==> src/bws_pkg.sv <==
`default_nettype none
package bws_pkg;

  // byte addresses on the register bus
  localparam logic [7:0] OFF_MEM_WIN = 8'h20;
  localparam logic [7:0] OFF_PF_WIN = 8'h24;
  localparam logic [7:0] OFF_PF_BASE_HI = 8'h28;
  localparam logic [7:0] OFF_PF_LIMIT_HI = 8'h2c;
  localparam logic [7:0] OFF_IO_HI = 8'h30;
  localparam logic [7:0] OFF_CAP_PTR = 8'h34;
  localparam logic [7:0] OFF_SEC_STS = 8'h38;
  localparam logic [7:0] OFF_CTRL = 8'h3c;
  localparam logic [7:0] OFF_IRQ_MASK = 8'h40;

  // secondary status bit positions
  localparam int STS_MDPE = 8;
  localparam int STS_STA = 11;
  localparam int STS_RTA = 12;
  localparam int STS_RMA = 13;
  localparam int STS_RSE = 14;
  localparam int STS_DPE = 15;
  localparam int STS_DEVSEL_LO = 9;

  // devsel encodings
  localparam logic [1:0] DEVSEL_FAST = 2'h0;
  localparam logic [1:0] DEVSEL_MED = 2'h1;
  localparam logic [1:0] DEVSEL_SLOW = 2'h2;

  // sticky bits, and the fixed read-only bits (66 MHz capable, medium)
  localparam logic [15:0] STS_W1C_MASK = 16'hf900;
  localparam logic [15:0] STS_FIXED = 16'h0220;

  // fixed read values
  localparam logic [3:0] ADDR_CAP_32 = 4'h0;
  localparam logic [31:0] UPPER_ZERO = 32'h0000_0000;
  localparam logic [15:0] IO_UPPER_ZERO = 16'h0000;
  localparam logic [7:0] CAP_PTR_VAL = 8'h70;

  // reset values
  localparam logic [11:0] WIN_FIELD_RST = 12'h000;
  localparam logic [15:0] STS_RST = 16'h0000;
  localparam logic [15:0] MASK_RST = 16'h0000;
  localparam logic CTRL_PERR_EN_RST = 1'b0;

  typedef enum logic [0:0] {
    BWS_BUS_IDLE = 1'b0,
    BWS_BUS_ACK = 1'b1
  } bws_bus_e;

  typedef struct packed {
    bws_bus_e bus_state;
    logic [31:0] rdata;
    logic [11:0] mem_base;
    logic [11:0] mem_limit;
    logic [11:0] pf_base;
    logic [11:0] pf_limit;
    logic [15:0] sts;
    logic [15:0] mask;
    logic perr_en;
    logic mem_hit;
    logic pf_hit;
  } bws_state_s;

  localparam bws_state_s BWS_RST = '{
    bus_state: BWS_BUS_IDLE,
    rdata: UPPER_ZERO,
    mem_base: WIN_FIELD_RST,
    mem_limit: WIN_FIELD_RST,
    pf_base: WIN_FIELD_RST,
    pf_limit: WIN_FIELD_RST,
    sts: STS_RST,
    mask: MASK_RST,
    perr_en: CTRL_PERR_EN_RST,
    mem_hit: 1'b0,
    pf_hit: 1'b0
  };

endpackage
`default_nettype wire

==> src/bws_regs.sv <==
// Overview of operation
// - the master data parity flag never sets while parity response is off.
// - that flag sets only for a mastered transfer with response enabled and a read or write parity report.
// - each sticky status flag holds until a one is written to its bit.
// - the devsel timing field is read-only and reads as medium decode.
// - the signaled target-abort flag sets on a target abort or split completion abort, reset zero.
// - the received target-abort flag sets when a mastered transfer is target-aborted, reset zero.
// - the received master-abort flag sets when a mastered transfer master-aborts, reset zero.
// - the received system error flag sets whenever secondary system error is sampled, reset zero.
// - the detected parity flag sets on any uncorrectable secondary error whatever the enable.
// - the memory window hits when address bits 31:20 are at or above base and below limit.
// - the prefetchable window hits at or above base and below limit, taken as exclusive.
// - the low four bits of both prefetchable halves read as zero.
// - both prefetchable upper address words read as zero.
// - both halves of the i/o upper word read as zero.
// - the capability pointer reads as the first capability offset.
`timescale 1ns/1ps
`default_nettype none
module bws_regs
  import bws_pkg::*;
(
  input wire logic clock,
  input wire logic sys_rst,
  input wire logic [7:0] avs_address,
  input wire logic avs_read,
  input wire logic avs_write,
  input wire logic [31:0] avs_writedata,
  input wire logic [3:0] avs_byteenable,
  output logic [31:0] avs_readdata,
  output logic avs_waitrequest,
  input wire logic sec_is_master,
  input wire logic sec_perr_drove_read,
  input wire logic sec_perr_seen_write,
  input wire logic sec_tabort_signaled,
  input wire logic sec_split_tabort,
  input wire logic sec_tabort_received,
  input wire logic sec_mabort_received,
  input wire logic sec_serr_sampled,
  input wire logic sec_uncorr_err,
  input wire logic [31:0] win_addr,
  output logic mem_win_hit,
  output logic pf_win_hit,
  output logic perr_resp_en,
  output logic irq
);

  bws_state_s r;
  bws_state_s n;
  logic req;
  logic wr_take;
  logic [31:0] wmask;
  logic [15:0] sts_set;
  logic [15:0] sts_clr;
  logic [15:0] sts_view;
  logic [31:0] rd_mux;
  logic [11:0] addr_hi;

  function automatic logic [11:0] upd12(input logic [11:0] o,
                                        input logic [11:0] d,
                                        input logic [11:0] m);
    upd12 = (o & ~m) | (d & m);
  endfunction

  assign req = avs_read | avs_write;
  // one wait state: readdata is captured first, then presented
  assign avs_waitrequest = req & (r.bus_state == BWS_BUS_IDLE);
  assign wr_take = avs_write & (r.bus_state == BWS_BUS_ACK);
  assign wmask = {{8{avs_byteenable[3]}}, {8{avs_byteenable[2]}},
                  {8{avs_byteenable[1]}}, {8{avs_byteenable[0]}}};
  assign addr_hi = win_addr[31:20];
  assign sts_view = r.sts | STS_FIXED;

  always_comb begin
    sts_set = STS_RST;
    sts_set[STS_MDPE] = sec_is_master & r.perr_en &
      (sec_perr_drove_read | sec_perr_seen_write);
    sts_set[STS_STA] = sec_tabort_signaled | sec_split_tabort;
    sts_set[STS_RTA] = sec_is_master & sec_tabort_received;
    sts_set[STS_RMA] = sec_is_master & sec_mabort_received;
    sts_set[STS_RSE] = sec_serr_sampled;
    sts_set[STS_DPE] = sec_uncorr_err;
  end

  always_comb begin
    sts_clr = STS_RST;
    if (wr_take && avs_address == OFF_SEC_STS) begin
      sts_clr = avs_writedata[15:0] & wmask[15:0];
    end
  end

  // reserved and fixed fields are rebuilt from constants on every read
  always_comb begin
    case (avs_address)
      OFF_MEM_WIN: rd_mux = {r.mem_limit, 4'h0, r.mem_base, 4'h0};
      OFF_PF_WIN: rd_mux = {r.pf_limit, ADDR_CAP_32,
                            r.pf_base, ADDR_CAP_32};
      OFF_PF_BASE_HI: rd_mux = UPPER_ZERO;
      OFF_PF_LIMIT_HI: rd_mux = UPPER_ZERO;
      OFF_IO_HI: rd_mux = {IO_UPPER_ZERO, IO_UPPER_ZERO};
      OFF_CAP_PTR: rd_mux = {24'h00_0000, CAP_PTR_VAL};
      OFF_SEC_STS: rd_mux = {16'h0000, sts_view};
      OFF_CTRL: rd_mux = {31'h0000_0000, r.perr_en};
      OFF_IRQ_MASK: rd_mux = {16'h0000, r.mask};
      default: rd_mux = UPPER_ZERO;
    endcase
  end

  always_comb begin
    n = r;
    case (r.bus_state)
      BWS_BUS_IDLE: begin
        if (req) begin
          n.bus_state = BWS_BUS_ACK;
          n.rdata = avs_read ? rd_mux : UPPER_ZERO;
        end
      end
      BWS_BUS_ACK: begin
        n.bus_state = BWS_BUS_IDLE;
      end
      default: begin
        n.bus_state = BWS_BUS_IDLE;
      end
    endcase
    if (wr_take) begin
      case (avs_address)
        OFF_MEM_WIN: begin
          n.mem_base = upd12(r.mem_base, avs_writedata[15:4],
                             wmask[15:4]);
          n.mem_limit = upd12(r.mem_limit, avs_writedata[31:20],
                              wmask[31:20]);
        end
        OFF_PF_WIN: begin
          n.pf_base = upd12(r.pf_base, avs_writedata[15:4],
                            wmask[15:4]);
          n.pf_limit = upd12(r.pf_limit, avs_writedata[31:20],
                             wmask[31:20]);
        end
        OFF_CTRL: begin
          if (avs_byteenable[0]) begin
            n.perr_en = avs_writedata[0];
          end
        end
        OFF_IRQ_MASK: begin
          n.mask = ((r.mask & ~wmask[15:0]) |
                    (avs_writedata[15:0] & wmask[15:0])) & STS_W1C_MASK;
        end
        default: begin
          n.perr_en = r.perr_en;
        end
      endcase
    end
    // a flag raised in the clearing cycle survives the clear
    n.sts = ((r.sts & ~sts_clr) | sts_set) & STS_W1C_MASK;
    n.mem_hit = (addr_hi >= r.mem_base) &&
                (addr_hi < r.mem_limit);
    n.pf_hit = (addr_hi >= r.pf_base) &&
               (addr_hi < r.pf_limit);
  end

  always_ff @(posedge clock) begin
    if (sys_rst) begin
      r <= BWS_RST;
    end else begin
      r <= n;
    end
  end

  assign avs_readdata = r.rdata;
  assign mem_win_hit = r.mem_hit;
  assign pf_win_hit = r.pf_hit;
  assign perr_resp_en = r.perr_en;
  assign irq = |(r.sts & r.mask);
endmodule
`default_nettype wire

==> config.mk <==
export PLATFORM = sky130hd
export DESIGN_NAME = bws_regs
export DESIGN_NICKNAME = d
export VERILOG_FILES = /design/src/bws_pkg.sv /design/src/bws_regs.sv
export SDC_FILE = /design/constraint.sdc
export NUM_CORES = 1
export LEC_CHECK = 0
export CAP_MARGIN = 20
export CORE_ASPECT_RATIO = 0.8
export CORE_MARGIN = 2
export CORE_UTILIZATION = 35
export DETAILED_ROUTE_END_ITERATION = 16
export DONT_BUFFER_PORTS = 1
export GPL_TIMING_DRIVEN = 0
export PLACE_DENSITY = 0.48
export SYNTH_ARGS = -nofsm -noshare
export SYNTH_HDL_FRONTEND = slang
export SYNTH_SLANG_ARGS = --single-unit
==> constraint.sdc <==
create_clock -name clock -period 6.4 [get_ports clock]
set_clock_uncertainty 0.1 [all_clocks]
set_input_delay 0.64 -clock clock [delete_from_list [all_inputs] [get_ports clock]]
set_output_delay 0.64 -clock clock [all_outputs]
set_load 0.02 [all_outputs]
* Yosys cells after proc, flatten, opt, wreduce, memory -nomap -nowiden
Index checks and enable logic that the tools add are counted.
Operators by class: $lt $le $gt $ge 4, equal/unequal tests 6, mux-type cells 5, bitwise logic cells 30, reduce and logical (&&, ||, !) cells 9
Operator list (number):
- case mux 32 bit (6 select lines) | 1
- bitwise AND 12 bit | 6
- bitwise AND 16 bit | 4
- OR 12 bit | 4
- equality test 8 x 6 -> 1 bit, second input constant | 5
- two-way mux 33 bit | 1
- two-way mux 32 bit | 1
- inverter 16 bit | 2
- OR 16 bit | 2
- >= comparator 12 bit | 2
- less-than comparator 12 bit | 2
- inverter 12 bit | 2
- two-way mux 16 bit | 1
- OR reduction 16 bit | 1
- equality test 8 x 7 -> 1 bit, second input constant | 1
- AND reduction 2 bit | 4
- bitwise AND 1 bit | 6
- logical AND 1 bit | 3
- OR 1 bit | 3
- AND reduction 3 bit | 1
- case mux 1 bit (2 select lines) | 1
- inverter 1 bit | 1
Word-level totals: register bits 106, input bits 89, output and inout bits 37, word-level logic and storage cells 66

* Longest topological paths before layout
depth after elaboration 6, mapped depth 8, gate-level depth less buffers 7

* Worst setup path after synthesis
No wires, ideal clock.
kind input-to-reg, from input port avs_address[4], to register (tool-made name), library setup time 128 ps, arrival 2367 ps, data required time 6172 ps, setup slack 3805 ps, stages 6, path buffers 1, path through clkbuf_1 or4b_1 nor4_4 nand2_2 mux2i_1 nor2_1
RTL lines:
- start, declared | line bws_regs.sv:24 | input wire logic [7:0] avs_address,

==> out/summary.txt <==
Num CTS Buffers = 9
fraction of registers with async set or reset after synthesis = 0%
setup TNS = 0 ns
Initial DRC Count = 268
WL met3 = 1.307 mm
DR WL/cell = 17.50 microns
outcome = complete, no violations
maximum clock path buffer count = 2
most frequent cells in the layout = dfxtp_1, nand2_1, nor2_1
Final Power = 1.207 mW
max_slew headroom = 41.39%
Slew @ Worst Pin = 0.8773 ns
Yosys reg bits = 89
Clock transition at path regs = 0.07 ns
Synth top area share = 35.47%
clock sinks = 89
most common cell after layout, fill and taps aside = dfxtp_1
# IOs = 126
first-pass GRT wire length = 22.38 mm
Worst Path Max Fanout = 9
maximum ir drop on the vdd rail = 0.1303 mV
Worst Hold Launch = sec_uncorr_err
First-pass DRT Iterations = 4
leakage = 2.255 nW
Metal-1 WL = 6.629 mm
total number of placement rows = 39
crit-path max cell delay = 0.67 ns
syn avg cell area = 8.262 sq um
vias in the first global route = 4104
drt total wl = 14.28 mm
CP delay by family, top = simple AND/OR/NAND/NOR gates
nets@finish = 762
PwrDens = 215.5 nW/um^2
register area share after synthesis = 35.47%
post-CTS setup buffers = 0
kind of critical path = input port to register
Synth Instances = 608
Post-Synthesis Cell Area = 5024 sq um
area leader, netlist = dfxtp_1
fin crit share = 41.81%
DP Wirelength = 11.18 mm
hold_ws = 0.3021 ns
Port Buffers = 0
maximum clock rate = 373.7 MHz
post-route cell area = 5599 sq um
Worst Path Arrival = 2.80 ns
core area = 14150 sq um
DRC = 0
layout cells sized above 1 = 10.13%
grt total ovfl = 0
Hold-fix buffers, CTS = 0
crit path from = avs_address[4]
class of the worst hold path = input port to register
clk root buf = clkbuf_16
Synth cell types = 52
synthesis-to-finish area growth = 11.46%
CTS tree = done
Synth area leaders = dfxtp_1, ha_1, mux2i_1, nand2_1, buf_4
Worst Path Required = 6.53 ns
Die Wd = 137.9 microns
Worst-Skew Late Latency = 0.36 ns
critical path endpoint category = register
EDFF count, synth = 0
Max-Cap Viols = 0
GP Congestion = 0.8397
vias post-DR = 4184
final setup fails = 0
Place WS = 3.325 ns
crit-path cells = clkbuf_1 -> or4b_1 -> nor4_4 -> nand2_2 -> mux2i_1 -> nor2_1
Post-DP Area = 5276 sq um
largest net degree at the start of global routing = 17
Worst Path Buf+Inv = 1
Starting Density = 35.50%
top routing layer used = met4
Slew Limit Fails = 0
Die ar. = 15330 sq um
Post-CTS Resized = 0
critical path startpoint category = input port
Ys Warns = 0
GRT Overall Usage = 19.42%
final hold viol count = 0
Antenna Violating Nets Remaining = 0
final worst setup slack = 3.724 ns
Top FF cell, synth = dfxtp_1
met2 wire len = 6.126 mm
# H-tree levels = 3
Final min period = 2.676 ns
# diodes = 0
Critical Path Slowest Stage Cell = or4b_1
vias per std cell = 5.127
die height = 111.2 microns
RSZ-0062 raised after global routing = false
initial antenna violation count = 0
==> cell type report <==
class	count	area [sq um]
multi-input cells	421	2751
clock buffers	10	239.0
repair buffers	2	10.01
inverters	50	187.7
clock inverters	6	73.82
fillers	1496	8552
flip-flops and latches	89	1782
plain buffers	54	325.3
well taps	184	230.2
==> power breakdown <==
part	switching, mW	leakage [nW]	internal (mW)
Clock	0.241	0.154	0.318
Sequential	0.00293	0.719	0.557
Combinational	0.0551	1.38	0.0320
Total	0.299	2.25	0.907
==> per-stage QoR <==
step | utilization, % | instances
floorplan | - | 614
global placement | 37.29 | 798
detailed placement | 37.29 | 798
CTS | 39.50 | 814
global route | 39.57 | 816
finish | 39.57 | 816
==> per-layer routing <==
metal	track usage, %	vias to the layer above
li1	-	2093
met5	0	-
met2	27.85	110
met1	27.06	1967
met4	5.714	0
met3	7.087	14
==> cells in the mapped netlist (all sizes together), types with 2 or more instances <==
cell type and number:
mux2i 46, o21a 2, nand2 82, a221oi 3, a21oi 44, mux2 5, a22oi 11, nor4 2
or2 3, nor2 58, o311ai 3, nor4b 3, nand2b 3, and3 4, a32oi 2, o21ai 33
and4 2, clkbuf 19, buf 35, nand4 9, a211oi 3, a2111oi 2, nor2b 2, dfxtp 89
nand3 21, inv 50, a21o 8, nor3 5, ha 46
==> cells by family after synthesis <==
kind of cell,synth area share (%)
AO/OA/AOI/OAI,13.72
XOR/XNOR,0.1744
adder cells (fa/ha/maj),11.46
buffers and inverters,10.21
flip-flops,35.47
multiplexers,10.29
other,0.07465
AND/OR/NAND/NOR,18.61
==> final timing paths <==
kind	slack [ns]	endpoint	depth (start not counted)
max	3.72	register	6
min	0.30	r[34]$_SDFF_PP0_	2
max reg2reg	4.03	mem_win_hit$_SDFF_PP0_	6
min reg2reg	0.35	avs_readdata[30]$_SDFFE_PP0P_	2
Power figures use the tool's default switching activity.
